File: config.mk
export PLATFORM = sky130hd
export DESIGN_NAME = mie_execute
export DESIGN_NICKNAME = d
export VERILOG_FILES = /design/src/logic/mie_pkg.sv /design/src/logic/mie_execute.sv
export VERILOG_INCLUDE_DIRS = /design/src /design/src/logic
export SDC_FILE = /design/constraint.sdc
export NUM_CORES = 1
export LEC_CHECK = 0
export ABC_AREA = 1
export BUFFER_PORTS_ARGS = -buffer_cell sky130_fd_sc_hd__clkbuf_2
export CAP_MARGIN = 15
export CORE_MARGIN = 10
export CORE_UTILIZATION = 57
export DETAILED_ROUTE_END_ITERATION = 7
export GPL_TIMING_DRIVEN = 0
export PLACE_DENSITY_LB_ADDON = 0.15
export SLEW_MARGIN = 20
export SYNTH_ARGS = -nofsm -noshare
export SYNTH_HDL_FRONTEND = slang
export SYNTH_SLANG_ARGS = --single-unit
File: constraint.sdc
create_clock -name mclk_i -period 4.4 [get_ports mclk_i]
set_input_delay 0.66 -clock mclk_i [delete_from_list [all_inputs] [get_ports mclk_i]]
set_output_delay 0.66 -clock mclk_i [all_outputs]
set_load 0.02 [all_outputs]
File: src/logic/mie_regs.svh
`ifndef MIE_REGS_SVH
`define MIE_REGS_SVH

`define MIE_DATA_W       8
`define MIE_PROG_W       16
`define MIE_PAGE_W       8
`define MIE_LAST_PAGE    8'hff
`define MIE_BANK_W       2
`define MIE_ADDR_W       8
`define MIE_BCD_LIMIT    4'h9
`define MIE_BCD_ADJ_LO   8'h06
`define MIE_BCD_ADJ_HI   8'h60
`define MIE_ACC_RST      8'h00
`define MIE_TBL_RST      8'h00
`define MIE_FLAGS_RST    6'h00
`define MIE_SKIP_EXTRA   2'h1

`endif

File: src/logic/mie_pkg.sv
package mie_pkg;

    typedef enum logic [4:0] {
        MIE_OP_NOP        = 5'h00,
        MIE_OP_SWAP       = 5'h01,
        MIE_OP_NIBBLE_SWAP_TO_ACC      = 5'h02,
        MIE_OP_SKZ        = 5'h03,
        MIE_OP_SKZ_MOVE   = 5'h04,
        MIE_OP_SKZ_BIT    = 5'h05,
        MIE_OP_TBL_PAGED  = 5'h06,
        MIE_OP_TBL_LAST   = 5'h07,
        MIE_OP_ITBL_PAGED = 5'h08,
        MIE_OP_ITBL_LAST  = 5'h09,
        MIE_OP_XOR        = 5'h0a,
        MIE_OP_XOR_IMM    = 5'h0b,
        MIE_OP_XOR_MEM    = 5'h0c,
        MIE_OP_ADC        = 5'h0d,
        MIE_OP_ADD        = 5'h0e,
        MIE_OP_AND        = 5'h0f,
        MIE_OP_CLR        = 5'h10,
        MIE_OP_CLR_BIT    = 5'h11,
        MIE_OP_CPL        = 5'h12,
        MIE_OP_DAA        = 5'h13,
        MIE_OP_DEC        = 5'h14,
        MIE_OP_INC        = 5'h15,
        MIE_OP_MOV        = 5'h16
    } mie_op_e;

    typedef struct packed {
        logic overflow;
        logic zero;
        logic aux_carry;
        logic carry;
        logic signed_carry;
        logic cz;
    } mie_flags_s;

    typedef struct packed {
        mie_op_e    op;
        logic       to_mem;
        logic       long_addr;
        logic [1:0] bank;
        logic [7:0] addr;
        logic [2:0] bit_sel;
        logic [7:0] imm;
    } mie_instr_s;

    typedef struct packed {
        logic       write;
        logic [1:0] bank;
        logic [7:0] addr;
        logic [7:0] data;
    } mie_mem_wr_s;

    typedef enum logic [1:0] {
        MIE_ST_IDLE  = 2'h0,
        MIE_ST_EXEC  = 2'h3,
        MIE_ST_DUMMY = 2'h1
    } mie_state_e;

endpackage : mie_pkg

File: src/logic/mie_execute.sv
`timescale 1ns/100ps
`default_nettype none
`include "mie_regs.svh"
// How it works
// RULE_01: Nibble swap to accumulator loads acc with swapped memory nibbles, no flags.
// RULE_02: In-place nibble swap exchanges memory nibbles and affects no flag.
// RULE_03: Skip-if-zero writes memory back unchanged and skips when byte is zero.
// RULE_04: Skip-if-zero-move copies memory to accumulator and skips when zero.
// RULE_05: Bit-test skip skips when the selected memory bit is zero.
// RULE_06: A taken base skip adds one dummy cycle before the next instruction.
// RULE_07: Paged table read uses both pointer bytes; low to memory, high to latch.
// RULE_08: Last-page table read uses pointer low byte on the final page.
// RULE_09: Incrementing paged read bumps pointer low byte, then reads paged.
// RULE_10: Incrementing last-page read bumps pointer low byte, then reads last page.
// RULE_11: XOR to accumulator with memory or immediate, zero flag only.
// RULE_12: XOR to memory stores accumulator XOR memory, zero flag only.
// RULE_13: Extended instructions reach any data memory section, ignoring bank selection.
// RULE_14: Add with carry sums acc, memory, carry; updates OV, Z, AC, C, SC.
// RULE_15: Add sums acc and memory; updates OV, Z, AC, C, SC.
// RULE_16: AND acc with memory to acc or memory, zero flag only.
// RULE_17: Clear zeroes the memory byte or one bit, flags unchanged.
// RULE_18: Complement inverts memory byte to memory or acc, zero flag only.
// RULE_19: Decimal adjust adds 06H and 60H as needed into memory; carry only.
// RULE_20: Decrement memory by one to memory or acc, zero flag only.
// RULE_21: Increment memory by one to memory or acc, zero flag only.
// RULE_22: Move copies memory into accumulator, flags unchanged.
// RULE_23: Extended forms give the same results and flags as base forms.
module mie_execute (
    input  wire logic                mclk_i,
    input  wire logic                rst_i,
    input  wire logic                instr_valid_i,
    input  wire mie_pkg::mie_instr_s instr_i,
    input  wire logic [1:0]          bank_select_i,
    input  wire logic [7:0]          mem_rdata_i,
    input  wire logic [15:0]         prog_rdata_i,
    input  wire logic                tbl_ptr_wr_i,
    input  wire logic [7:0]          tbl_ptr_low_wdata_i,
    input  wire logic [7:0]          tbl_ptr_high_wdata_i,
    output logic                     busy_o,
    output logic                     skip_o,
    output logic [15:0]              prog_addr_o,
    output mie_pkg::mie_mem_wr_s     mem_wr_o,
    output logic [7:0]               acc_o,
    output mie_pkg::mie_flags_s      flags_o,
    output logic [7:0]               table_pointer_low_o,
    output logic [7:0]               table_pointer_high_o,
    output logic [7:0]               table_read_high_latch_o
);
    import mie_pkg::*;

    mie_state_e  state_reg;
    mie_state_e  state_next;
    logic [7:0]  acc_reg;
    logic [7:0]  acc_next;
    logic        acc_we;
    mie_flags_s  flags_reg;
    mie_flags_s  flags_next;
    logic [7:0]  tbl_lo_reg;
    logic [7:0]  tbl_hi_reg;
    logic [7:0]  tbl_latch_reg;
    logic        tbl_latch_we;
    mie_mem_wr_s mem_wr_reg;
    mie_mem_wr_s mem_wr_next;
    logic        skip_reg;
    logic        skip_take;
    logic [7:0]  res;
    logic [8:0]  sum9;
    logic [4:0]  sum_lo;
    logic [7:0]  sum7;
    logic [7:0]  daa_lo;
    logic [8:0]  daa9;
    logic [7:0]  tbl_lo_inc;
    logic        is_read_tbl;
    logic        is_inc_tbl;
    logic        carry_in;
    logic [1:0]  eff_bank;

    assign tbl_lo_inc = tbl_lo_reg + 8'h01;
    assign is_inc_tbl = instr_valid_i && state_reg == MIE_ST_IDLE &&
                        (instr_i.op == MIE_OP_ITBL_PAGED || instr_i.op == MIE_OP_ITBL_LAST);
    assign is_read_tbl = instr_i.op == MIE_OP_TBL_PAGED || instr_i.op == MIE_OP_TBL_LAST ||
                         instr_i.op == MIE_OP_ITBL_PAGED || instr_i.op == MIE_OP_ITBL_LAST;

    // RULE_13 bank bypass.
    // Extended forms use their own bank field so the current bank register is ignored.
    assign eff_bank = instr_i.long_addr ? instr_i.bank : bank_select_i;

    // RULE_07 paged address.
    // RULE_08 last page address.
    // RULE_09 incremented pointer.
    // RULE_10 incremented pointer.
    // Combinational, so the word returns in the same cycle.
    always_comb begin
        case (instr_i.op)
            MIE_OP_TBL_PAGED:  prog_addr_o = {tbl_hi_reg, tbl_lo_reg};
            MIE_OP_ITBL_PAGED: prog_addr_o = {tbl_hi_reg, tbl_lo_inc};
            MIE_OP_TBL_LAST:   prog_addr_o = {`MIE_LAST_PAGE, tbl_lo_reg};
            MIE_OP_ITBL_LAST:  prog_addr_o = {`MIE_LAST_PAGE, tbl_lo_inc};
            default:           prog_addr_o = {tbl_hi_reg, tbl_lo_reg};
        endcase
    end

    assign carry_in = (instr_i.op == MIE_OP_ADC) ? flags_reg.carry : 1'b0;
    assign sum9     = {1'b0, acc_reg} + {1'b0, mem_rdata_i} + {8'h00, carry_in};
    assign sum_lo   = {1'b0, acc_reg[3:0]} + {1'b0, mem_rdata_i[3:0]} + {4'h0, carry_in};
    assign sum7     = {1'b0, acc_reg[6:0]} + {1'b0, mem_rdata_i[6:0]} + {7'h00, carry_in};
    assign daa_lo   = (acc_reg[3:0] > `MIE_BCD_LIMIT || flags_reg.aux_carry) ?
                      acc_reg + `MIE_BCD_ADJ_LO : acc_reg;
    assign daa9     = (acc_reg[7:4] > `MIE_BCD_LIMIT || flags_reg.carry) ?
                      {1'b0, daa_lo} + {1'b0, `MIE_BCD_ADJ_HI} : {1'b0, daa_lo};

    always_comb begin
        res         = 8'h00;
        acc_next    = acc_reg;
        acc_we      = 1'b0;
        flags_next  = flags_reg;
        mem_wr_next = '0;
        mem_wr_next.bank = eff_bank;
        mem_wr_next.addr = instr_i.addr;
        skip_take   = 1'b0;
        tbl_latch_we = 1'b0;
        if (instr_valid_i && state_reg == MIE_ST_IDLE) begin
            case (instr_i.op)
                // RULE_02 in-place swap.
                MIE_OP_SWAP: begin
                    mem_wr_next.write = 1'b1;
                    mem_wr_next.data  = {mem_rdata_i[3:0], mem_rdata_i[7:4]};
                end
                // RULE_01 swap to accumulator.
                MIE_OP_NIBBLE_SWAP_TO_ACC: begin
                    acc_next = {mem_rdata_i[3:0], mem_rdata_i[7:4]};
                    acc_we   = 1'b1;
                end
                // RULE_03 read, write back.
                MIE_OP_SKZ: begin
                    mem_wr_next.write = 1'b1;
                    mem_wr_next.data  = mem_rdata_i;
                    skip_take = (mem_rdata_i == 8'h00);
                end
                // RULE_04 copy and test.
                MIE_OP_SKZ_MOVE: begin
                    acc_next  = mem_rdata_i;
                    acc_we    = 1'b1;
                    skip_take = (mem_rdata_i == 8'h00);
                end
                // RULE_05 bit test.
                MIE_OP_SKZ_BIT: begin
                    skip_take = ~mem_rdata_i[instr_i.bit_sel];
                end
                // RULE_07 low byte to memory.
                // RULE_08 same delivery, last page.
                // RULE_09 same delivery after increment.
                // RULE_10 same delivery after increment.
                MIE_OP_TBL_PAGED, MIE_OP_TBL_LAST, MIE_OP_ITBL_PAGED, MIE_OP_ITBL_LAST: begin
                    mem_wr_next.write = 1'b1;
                    mem_wr_next.data  = prog_rdata_i[7:0];
                    tbl_latch_we      = 1'b1;
                end
                // RULE_11 XOR into accumulator.
                MIE_OP_XOR, MIE_OP_XOR_IMM: begin
                    res = acc_reg ^ ((instr_i.op == MIE_OP_XOR_IMM) ? instr_i.imm : mem_rdata_i);
                    acc_next = res;
                    acc_we   = 1'b1;
                    flags_next.zero = (res == 8'h00);
                end
                // RULE_12 XOR into memory.
                MIE_OP_XOR_MEM: begin
                    mem_wr_next.write = 1'b1;
                    mem_wr_next.data  = acc_reg ^ mem_rdata_i;
                    flags_next.zero   = ((acc_reg ^ mem_rdata_i) == 8'h00);
                end
                // RULE_14 add with carry.
                // RULE_15 plain add.
                MIE_OP_ADC, MIE_OP_ADD: begin
                    res = sum9[7:0];
                    flags_next.carry        = sum9[8];
                    flags_next.aux_carry    = sum_lo[4];
                    flags_next.overflow     = sum9[8] ^ sum7[7];
                    flags_next.zero         = (res == 8'h00);
                    flags_next.signed_carry = res[7] ^ sum9[8] ^ sum7[7];
                end
                // RULE_16 bitwise AND.
                MIE_OP_AND: begin
                    res = acc_reg & mem_rdata_i;
                    flags_next.zero = (res == 8'h00);
                end
                // RULE_17 clear byte.
                MIE_OP_CLR: begin
                    mem_wr_next.write = 1'b1;
                    mem_wr_next.data  = 8'h00;
                end
                // RULE_17 clear bit.
                MIE_OP_CLR_BIT: begin
                    mem_wr_next.write = 1'b1;
                    mem_wr_next.data  = mem_rdata_i & ~(8'h01 << instr_i.bit_sel);
                end
                // RULE_18 complement.
                MIE_OP_CPL: begin
                    res = ~mem_rdata_i;
                    flags_next.zero = (res == 8'h00);
                end
                // RULE_19 decimal adjust.
                // The carry is only ever set here so a multi-byte BCD chain keeps it.
                MIE_OP_DAA: begin
                    mem_wr_next.write = 1'b1;
                    mem_wr_next.data  = daa9[7:0];
                    if (daa9[8]) begin
                        flags_next.carry = 1'b1;
                    end
                end
                // RULE_20 decrement.
                MIE_OP_DEC: begin
                    res = mem_rdata_i - 8'h01;
                    flags_next.zero = (res == 8'h00);
                end
                // RULE_21 increment.
                MIE_OP_INC: begin
                    res = mem_rdata_i + 8'h01;
                    flags_next.zero = (res == 8'h00);
                end
                // RULE_22 move.
                MIE_OP_MOV: begin
                    acc_next = mem_rdata_i;
                    acc_we   = 1'b1;
                end
                default: begin
                    res = 8'h00;
                end
            endcase
            // RULE_23 shared destination.
            // Base and extended forms pass through the same result steering.
            if (instr_i.op == MIE_OP_ADC || instr_i.op == MIE_OP_ADD ||
                instr_i.op == MIE_OP_AND || instr_i.op == MIE_OP_CPL ||
                instr_i.op == MIE_OP_DEC || instr_i.op == MIE_OP_INC) begin
                if (instr_i.to_mem) begin
                    mem_wr_next.write = 1'b1;
                    mem_wr_next.data  = res;
                end else begin
                    acc_next = res;
                    acc_we   = 1'b1;
                end
            end
        end
    end

    // RULE_06 dummy cycle.
    always_comb begin
        case (state_reg)
            MIE_ST_IDLE:  state_next = skip_take ? MIE_ST_DUMMY : MIE_ST_IDLE;
            MIE_ST_DUMMY: state_next = MIE_ST_IDLE;
            default:      state_next = MIE_ST_IDLE;
        endcase
    end

    // An offer made in the dummy cycle is dropped; busy_o is high for that cycle.
    always_ff @(posedge mclk_i) begin
        if (rst_i) begin
            state_reg <= MIE_ST_IDLE;
        end else begin
            state_reg <= state_next;
        end
    end

    // RULE_06 skip pulse.
    always_ff @(posedge mclk_i) begin
        if (rst_i) begin
            skip_reg <= 1'b0;
        end else begin
            skip_reg <= skip_take;
        end
    end

    // RULE_22 accumulator load.
    always_ff @(posedge mclk_i) begin
        if (rst_i) begin
            acc_reg <= `MIE_ACC_RST;
        end else if (acc_we) begin
            acc_reg <= acc_next;
        end
    end

    // Flags reload each cycle; untouched bits hold.
    always_ff @(posedge mclk_i) begin
        if (rst_i) begin
            flags_reg <= `MIE_FLAGS_RST;
        end else begin
            flags_reg <= flags_next;
        end
    end

    // RULE_09 pointer increment.
    // An incrementing read wins over a software pointer load in the same cycle.
    always_ff @(posedge mclk_i) begin
        if (rst_i) begin
            tbl_lo_reg <= `MIE_TBL_RST;
        end else if (is_inc_tbl) begin
            tbl_lo_reg <= tbl_lo_inc;
        end else if (tbl_ptr_wr_i) begin
            tbl_lo_reg <= tbl_ptr_low_wdata_i;
        end
    end

    // The high byte never loads alone, keeping the pair coherent.
    always_ff @(posedge mclk_i) begin
        if (rst_i) begin
            tbl_hi_reg <= `MIE_TBL_RST;
        end else if (tbl_ptr_wr_i && !is_inc_tbl) begin
            tbl_hi_reg <= tbl_ptr_high_wdata_i;
        end
    end

    // RULE_07 high byte to latch.
    // RULE_08 high byte to latch.
    always_ff @(posedge mclk_i) begin
        if (rst_i) begin
            tbl_latch_reg <= `MIE_TBL_RST;
        end else if (tbl_latch_we && is_read_tbl) begin
            tbl_latch_reg <= prog_rdata_i[15:8];
        end
    end

    // Registered, so the write lands one cycle after the read.
    always_ff @(posedge mclk_i) begin
        if (rst_i) begin
            mem_wr_reg <= '0;
        end else begin
            mem_wr_reg <= mem_wr_next;
        end
    end

    // RULE_06 busy in dummy.
    assign busy_o                  = (state_reg == MIE_ST_DUMMY);
    assign skip_o                  = skip_reg;
    assign mem_wr_o                = mem_wr_reg;
    assign acc_o                   = acc_reg;
    assign flags_o                 = flags_reg;
    assign table_pointer_low_o     = tbl_lo_reg;
    assign table_pointer_high_o    = tbl_hi_reg;
    assign table_read_high_latch_o = tbl_latch_reg;

endmodule : mie_execute
`default_nettype wire

# Word-level counts from Yosys, hierarchy flattened
# Index checks and enable logic that the tools add are counted.
[totals]
regBits = 59
inputBits = 74
out_inout_bits = 75
wordCells = 139
[op_classes]
eq_ne = 24
muxes = 32
bitwise = 12
shift = 1
add_sub_neg = 11
reduce_logical = 41
order_cmp = 3
[ops]
columns = ["cell", "n"]
rows = [
  ["one-hot mux 8 bit (6 select lines)", 2],
  ["zero test 8 bit", 8],
  ["2-to-1 mux 8 bit", 8],
  ["one-hot mux 16 bit (3 select lines)", 1],
  ["== test 5 x 4 -> 1 bit (second input constant)", 8],
  ["== test 5 bit (second input constant)", 7],
  ["one-hot mux 8 bit (3 select lines)", 1],
  ["== test 5 x 3 -> 1 bit (second input constant)", 4],
  ["adder 8 x 1 -> 8 bit (second input constant)", 2],
  ["AND 8 bit", 2],
  ["NOT 8 bit", 2],
  ["XOR 8 bit", 2],
  ["2-to-1 mux 1 bit", 14],
  ["OR reduction 2 bit", 6],
  ["logical OR 1 bit", 11],
  ["== test 5 x 2 -> 1 bit (second input constant)", 2],
  ["OR reduction 10 bit", 1],
  ["adder 8 x 7 -> 9 bit (second input constant)", 1],
  ["adder 8 x 8 -> 9 bit", 1],
  ["adder 9 x 1 -> 9 bit", 1],
  ["2-to-1 mux 9 bit", 1],
  ["adder 7 x 7 -> 8 bit", 1],
  ["adder 8 x 1 -> 8 bit", 1],
  ["adder 8 x 3 -> 8 bit (second input constant)", 1],
  ["other kinds (24)", 36],
]

# Depth between registers and ports, before layout
# Gate-level depths: netlist (run 1).
[depth]
word_depth = 9
ltp_mapped = 18
ltp_nobuf = 16

# Worst setup path before layout (run 1)
# No wires, ideal clock.
[synth_timing]
path_kind = "input to register"
from = "in instr_i[27] (netlist bit)"
to = "reg flags_reg, in the netlist flags_o[5]"
arrival_time_ns = 2.837
setup_ns = 0.109
setup_slack_ns = 1.454
path_stages = 18
t_required_ns = 4.291
n_path_buf = 2
cell_sequence = "buf_6 -> inv_2 -> buf_4 -> nand3_1 -> nor3_1 -> fa_1 -> fa_1 -> nand3_1 -> nand3_1 -> nand2_1 -> nand2_1 -> nand2_1 -> nand3_1 -> nand2_1 -> xor2_1 -> nand2_1 -> nand2_1 -> inv_1"
[synth_via]
elab_chain_cells = 4
word_cells_on_any_way = 8
cone_classes = "2 x add/sub; 2 x eq/ne; 1 x mux; 1 x bitwise; 2 x reduce/logical"
[synth_rtl]
columns = ["item", "line", "rtl"]
rows = [
  ["start, declared", "mie_execute.sv:32", "input wire mie_pkg::mie_instr_s instr_i,"],
  ["== test 5 x 4 -> 1 bit", "mie_execute.sv:103, mie_execute.sv:123", ""],
  ["2-to-1 mux 1 bit", "mie_execute.sv:103", "assign carry_in = (instr_i.op == MIE_OP_ADC) ? flags_reg.carry : 1'b0;"],
  ["adder 9 x 1 -> 9 bit or adder 8 x 1 -> 8 bit (tied branches)", "mie_execute.sv:104, mie_execute.sv:106", ""],
  ["XOR 1 bit", "mie_execute.sv:178", "flags_next.overflow = sum9[8] ^ sum7[7];"],
  ["end signal, assigned", "mie_execute.sv:285", "flags_reg <= `MIE_FLAGS_RST;"],
  ["end signal, assigned", "mie_execute.sv:287", "flags_reg <= flags_next;"],
  ["end, declared", "mie_execute.sv:56", "mie_flags_s flags_reg;"],
]
# Several ways; a longest one is shown, not always the timed one.
# A chain may end at the register's enable or synchronous reset.

# Worst setup path after layout (run 1)
# Same ends and word-level chain as after synthesis.

==> flow_summary_export.csv, run 1 <==
group,metric,value,unit
setup_path,cp_slowest_cell,"fa_1",
cts,ctsResizeCount,0,
route,drt-initial-drc-count,841,
floorplan,initial_utilization,59.53,%
route,wire_per_inst,16.66,µm
grt,grt_overflow_total,0,
timing,setup_viol,0,
layout,layout-drive-gt1-share,20.57,%
layout,largest_reg_flops,19,
status,status,"completed",
route,firstDrtPassIters,8,
timing,report.final.hold_viol_count,0,
setup_path,cp-end-kind,"register",
setup_path,cp_data_arrival_time,3.31,ns
placement,hpwlAfterDp,14.98,mm
setup_path,worstPathRequired,4.65,ns
power_and_ir_drop,fin_total_pwr,0.001603,W
setup_path,crit_path_cell_trace,"buf_6, inv_2, buf_4, nand3_1, nor3_1, fa_1, fa_1, nand3_1, nand3_1, nand2_1, nand2_1, nand2_1, nand3_1, nand2_1, xor2_1, nand2_1, nand2_1, inv_1",
grt,grt_pass1_vias,5746,
grt,antenna_violations_before_repair,0,
synthesis,seq_area_frac_synth,23.39,%
timing,finalMaxSlewViolations,0,
setup_path,crit_buf_inv,4,
route,final_antenna_net_count,0,
grt,grt_pass1_wl,28.99,mm
power_and_ir_drop,worst_ir_drop_vdd,0.0002110,V
cts,cts_root_buf,"clkbuf_8",
power_and_ir_drop,powerDensity,264.8,mW/mm²
placement,place.gp.congestion,1.047,
min_path,hp-class,"reg2reg",
cts,numClockSinks,58,
cts,cts_inserted_buffers,9,
floorplan,total_die_area,0.01284,mm²
floorplan,fp.coreArea,0.008341,mm²
layout,antenna_cells_inserted,0,
timing,final.setup_skew,0.01396,ns
cts,clkLatencyLatePin,0.34,ns
grt,grt_use_total,27.43,%
setup_path,worstSetupPathType,"in2reg",
layout,num-nets-final,1097,
floorplan,dieHeight,113.3,µm
job,maxCapViolCount,0,
cts,cts.htree.levels,3,
setup_path,timing.critical_path.from_type,"primary input",
timing,slew_margin_rel,54.42,%
synthesis,netlist_instances,849,
route,finalWirelength,18.59,mm
floorplan,num_rows,33,
layout,fillers,794,
timing,clock.fmax,327.3,MHz
synthesis,postSynthRegisterBits,58,
synthesis,synthFlopType,"dfxtp_1",
grt,maximum_number_of_pins_on_one_net_before_global_route_repair,13,
cts,clk_path_buf_depth,2,
synthesis,synth_cell_type_count,42,
cts,clk_transition_reported_paths,0.08,ns
synthesis,syn-num-nets,940,
route,drc_errors,0,
timing,final.setup.tns,0,ns
placement,port_buffers,146,
synthesis,synth-edff-count,0,
timing,tightestPinTransition,0.6837,ns
timing,final_period_minus_worst_setup_slack,3.055,ns
synthesis,synthesis_warnings,0,
synthesis,asyncSetResetFlopFracSynth,0,%
timing,grt_setup_unrepaired,"no",
synthesis,leading_post_synthesis_cells_by_cell_area,"dfxtp_1, nand2_1, nand3_1",
power_and_ir_drop,total_leakage_power,3.250,nW
setup_path,path_max_fanout,10,
route,avgViaCountPerCell,5.659,
setup_path,critical-path-top-cell-by-count,"nand2_1",
synthesis,synthMostInstantiatedCell,"nand2_1",
synthesis,synth.avg_cell_area,5.848,µm²
cts,cts.hold.buffers_added,0,
setup_path,critPathMaxStageDelay,0.44,ns
synthesis,synthesized_cell_area,0.004965,mm²
synthesis,netlist.top_cell.by_area,"dfxtp_1",
floorplan,pin_count,149,
floorplan,die_w,113.3,µm
layout,flow.area_growth_from_synthesis,21.90,%
synthesis,synth_top_cell_area_share,23.39,%
cts,cts_tree,"built",
route,dr_total_vias,6315,
cts,postCtsSetupRepairBufs,0,
synthesis,netlist_top_cells_count,"nand2_1, inv_1, nor2_1",
setup_path,cp_top_family,"simple AND/OR/NAND/NOR gates",
timing,final.period_utilization,69.43,%
[placed cells by master, fill, tap and decap left out, drive strengths merged, types with 8 or more instances in the layout]
cell / netlist / final
clkbuf: 11 / 166
buf: 10 / 10
xor2: 10 / 10
o21ai: 65 / 65
or2: 8 / 8
nand4: 18 / 18
nor2: 113 / 113
nand3: 101 / 101
inv: 116 / 118
o22ai: 13 / 13
dfxtp: 58 / 58
nand2: 223 / 223
a21oi: 46 / 46
ha: 15 / 15
[final timing paths]
path | start | end | slack (ns) | cells past startpoint
setup reg to reg | flags_o[2]$_SDFFE_PP0P_ | flags_o[5]$_SDFFE_PP0P_ | 1.82 | 15
setup / recovery | instr_i[27] | flags_o[5]$_SDFFE_PP0P_ | 1.35 | 18
hold reg to reg | table_read_high_latch_o[7]$_SDFFE_PP0P_ | table_read_high_latch_o[7]$_SDFFE_PP0P_ | 0.48 | 2
hold / removal | table_read_high_latch_o[7]$_SDFFE_PP0P_ | table_read_high_latch_o[7]$_SDFFE_PP0P_ | 0.48 | 2
[worst min-delay path, stage by stage (launching register included)]
cell	delay, ns
dfxtp_1	0.33
nor2_1	0.05
nor2_1	0.08
[final cells by class]
cell class / instances / area [µm²] / share of cell area (%)
plain buffers: 21 / 116.4 / 1.923
clock buffers: 9 / 123.9 / 2.047
repair buffers: 146 / 730.7 / 12.07
well taps: 105 / 131.4 / 2.171
multi-input cells: 650 / 3237 / 53.48
clock inverters: 7 / 101.3 / 1.675
inverters: 120 / 450.4 / 7.443
flip-flops and latches: 58 / 1161 / 19.19
[logic make-up after synthesis]
family / after synthesis / synth area share, %
AO/OA/AOI/OAI: 146 / 16.81
XOR/XNOR: 10 / 1.764
adder cells (fa/ha/maj): 17 / 4.587
buffers and inverters: 141 / 11.42
flip-flops: 58 / 23.39
other: 1 / 0.07553
AND/OR/NAND/NOR: 476 / 41.96
[power breakdown]
part           internal [W]  leakage (nW)  total (W)  switching (W)
logic              0.000149          2.67   0.000462       0.000312
clock network      0.000323         0.106   0.000563       0.000239
registers          0.000552         0.476   0.000578      0.0000265
[per-layer routing]
layer	global-route usage, %	wire (µm)	vias to the layer above
met5	0	0	-
li1	-	-	3086
met3	11.09	2749	39
met1	35.24	7444	2772
met2	41.40	7952	418
met4	7.445	446	0
[through the flow]
| stage | std cells | util, % | instance area, µm² | setup WS, ns | hold WS, ns |
|---|---|---|---|---|---|
| floorplan | 849 | - | 4965 | 1.454 | 0.5565 |
| detailed placement | 1100 | 69.86 | 5827 | 1.031 | 0.4706 |
| finish | 1116 | 72.56 | 6052 | 1.345 | 0.4834 |
| CTS | 1116 | 72.56 | 6052 | 1.392 | 0.4828 |
| global placement | 1100 | 69.86 | 5827 | 1.068 | 0.4644 |
| global route | 1116 | 72.56 | 6052 | 1.134 | 0.4981 |
Power figures use the tool's default switching activity.
==> run 2: changes to the inputs <==
- CORE_UTILIZATION: 57 -> 53
- clock period: 4.4 -> 3 ns (I/O delays scaled with it)
==> run 2 against run 1 <==
Against the previous run: worst hold slack worse by 0.19 ns; routed wire length up 3.4%; critical path depth down 3; critical endpoint is now mem_wr_o[4]$_SDFF_PP0_; largest power group unchanged; highest routed layer unchanged.
==> flow_summary_export.csv, run 2 (synthesis gave the netlist of run 1 again) <==
group,metric,value,unit
timing,hold-worst-slack,0.2980,ns
layout,flow.area_growth_from_synthesis,21.82,%
power_and_ir_drop,powerDensity,372.2,mW/mm²
setup_path,path_max_fanout,10,
route,final_antenna_net_count,0,
route,wire_per_inst,17.14,µm
setup_path,cp_data_arrival_time,2.97,ns
timing,final_period_minus_worst_setup_slack,2.757,ns
route,avgViaCountPerCell,5.648,
timing,tightestPinTransition,0.7515,ns
power_and_ir_drop,fin_total_pwr,0.002251,W
route,finalWirelength,19.23,mm
timing,final.setup.tns,0,ns
floorplan,dieHeight,116.8,µm
power_and_ir_drop,netSwitchingPower,0.0008343,W
cts,clk_path_buf_depth,2,
layout,fillers,935,
grt,grt_overflow_total,0,
power_and_ir_drop,total_leakage_power,3.241,nW
setup_path,worstPathRequired,3.21,ns
grt,antenna_violations_before_repair,0,
layout,layout.cells.most_common_list,"nand2_1, clkbuf_2, inv_1, nor2_1, nand3_1",
grt,grt_use_total,27.38,%
setup_path,critical-path-top-cell-by-count,"nand2_1",
floorplan,num_rows,35,
layout,final_common_cell,"nand2_1",
layout,antenna_cells_inserted,0,
cts,cts_tree,"built",
timing,clock.fmax,362.7,MHz
placement,preCtsSetupSlack,-0.1840,ns
cts,cts_inserted_buffers,9,
route,drc_errors,0,
timing,final.period_utilization,91.90,%
grt,grt_pass1_vias,5771,
status,status,"completed",
cts,postCtsSetupRepairBufs,0,
cts,cts_root_buf,"clkbuf_8",
cts,clkLatencyLatePin,0.33,ns
layout,final_core_utilization,65.77,%
layout,largest_reg_flops,19,
setup_path,worstSetupPathType,"in2reg",
route,drt-initial-drc-count,757,
setup_path,cp_top_family,"simple AND/OR/NAND/NOR gates",
power_and_ir_drop,internal_power,0.001417,W
layout,num-nets-final,1097,
floorplan,initial_utilization,53.99,%
power_and_ir_drop,clock_power_share,32.0,%
floorplan,fp.coreArea,0.009196,mm²
timing,final.setup_skew,0.008185,ns
layout,layout-drive-gt1-share,20.77,%
cts,cts.htree.levels,3,
setup_path,timing.critical_path.from_type,"primary input",
floorplan,die_w,116.8,µm
timing,final.setup.worst_slack,0.2429,ns
cts,numClockSinks,58,
placement,port_buffers,146,
placement,place.gp.congestion,1.027,
power_and_ir_drop,share_of_power_burned_in_registers,37.8,%
power_and_ir_drop,worst_ir_drop_vdd,0.0003576,V
grt,grt_pass1_wl,29.31,mm
power_and_ir_drop,swShare,37.06,%
timing,finalMaxSlewViolations,0,
route,dr_total_vias,6337,
route,firstDrtPassIters,6,
setup_path,cp_slowest_cell,"fa_1",
setup_path,crit_buf_inv,3,
grt,maximum_number_of_pins_on_one_net_before_global_route_repair,13,
timing,grt_setup_unrepaired,"no",
placement,hpwlAfterDp,15.67,mm
setup_path,cp-end-kind,"register",
power_and_ir_drop,pwr-share-comb,30.2,%
timing,setup_viol,0,
floorplan,pin_count,149,
timing,report.final.hold_viol_count,0,
setup_path,critPathMaxStageDelay,0.43,ns
setup_path,crit_path_cell_trace,"buf_6, inv_2, buf_4, nand3_2, nor3_2, fa_1, fa_1, nand3_1, nand4_1, nand2_1, nor2_1, nor3_1, nand2_1, nand2_1, a21oi_1",
setup_path,reg2reg_slack,0.37,ns
timing,slew_margin_rel,49.90,%
cts,clk_transition_reported_paths,0.07,ns
floorplan,total_die_area,0.01364,mm²
job,maxCapViolCount,0,
min_path,hp-class,"in2reg",
run 2: cell count changes in the layout (fill, tap and decap cells not counted):
cell / delta
clkinv_4: +3
inv_6: -2
bufinv_16: -1
nand3_1: -1
nand3_2: +1
nor3_1: -1
nor3_2: +1
run 2: metal layers:
metal | part of all wire (%) | track usage [%] | vias up
met5 | 0 | 0 | -
met4 | 2.8 | 9.802 | 0
met3 | 12 | 9.174 | 41
met2 | 44 | 40.83 | 357
met1 | 41 | 35.92 | 2845
li1 | - | - | 3094
run 2: path summary, 6_finish.rpt:
check	endpoint	depth (start not counted)	from
hold / removal	mem_wr_o[12]$_SDFF_PP0_	3	instr_i[15]
setup reg to reg	mem_wr_o[4]$_SDFF_PP0_	10	acc_o[0]$_SDFFE_PP0P_
setup / recovery	mem_wr_o[4]$_SDFF_PP0_	15	instr_i[27]
hold reg to reg	table_read_high_latch_o[5]$_SDFFE_PP0P_	2	table_read_high_latch_o[5]$_SDFFE_PP0P_
run 2: what timing repair did:
item                       in CTS  in global routing
hold buffers                    0                  0
gates resized for setup         0                  2
setup endpoints to repair       0                  3
hold endpoints to repair        0                  0
run 2: power by group through the flow:
stage	clock (W)	combinational [W]	sequential, W
floorplan	0	0.000378	0.000905
global placement	0	0.000660	0.000866
detailed placement	0	0.000663	0.000868
CTS	0.000733	0.000666	0.000850
global route	0.000766	0.000750	0.000856
finish	0.000719	0.000680	0.000852
run 2: layout make-up:
cell class	instances	area (µm²)	area share, %
inverters	120	450.4	7.447
flip-flops and latches	58	1161	19.20
repair buffers	146	730.7	12.08
clock inverters	7	80.08	1.324
multi-input cells	650	3247	53.68
clock buffers	9	123.9	2.048
well taps	111	138.9	2.296
plain buffers	21	116.4	1.924
run 2: worst min-delay path, stage by stage:
cell	delay, ns
clkbuf_2	0.08
inv_1	0.04
nor2_1	0.03
run 2: per-stage QoR:
step / instance area [µm²] / instances
after detailed placement: 5834 / 1106
after global routing: 6048 / 1122
after global placement: 5834 / 1106
after floorplan: 4965 / 849
final: 6048 / 1122
after CTS: 6038 / 1122
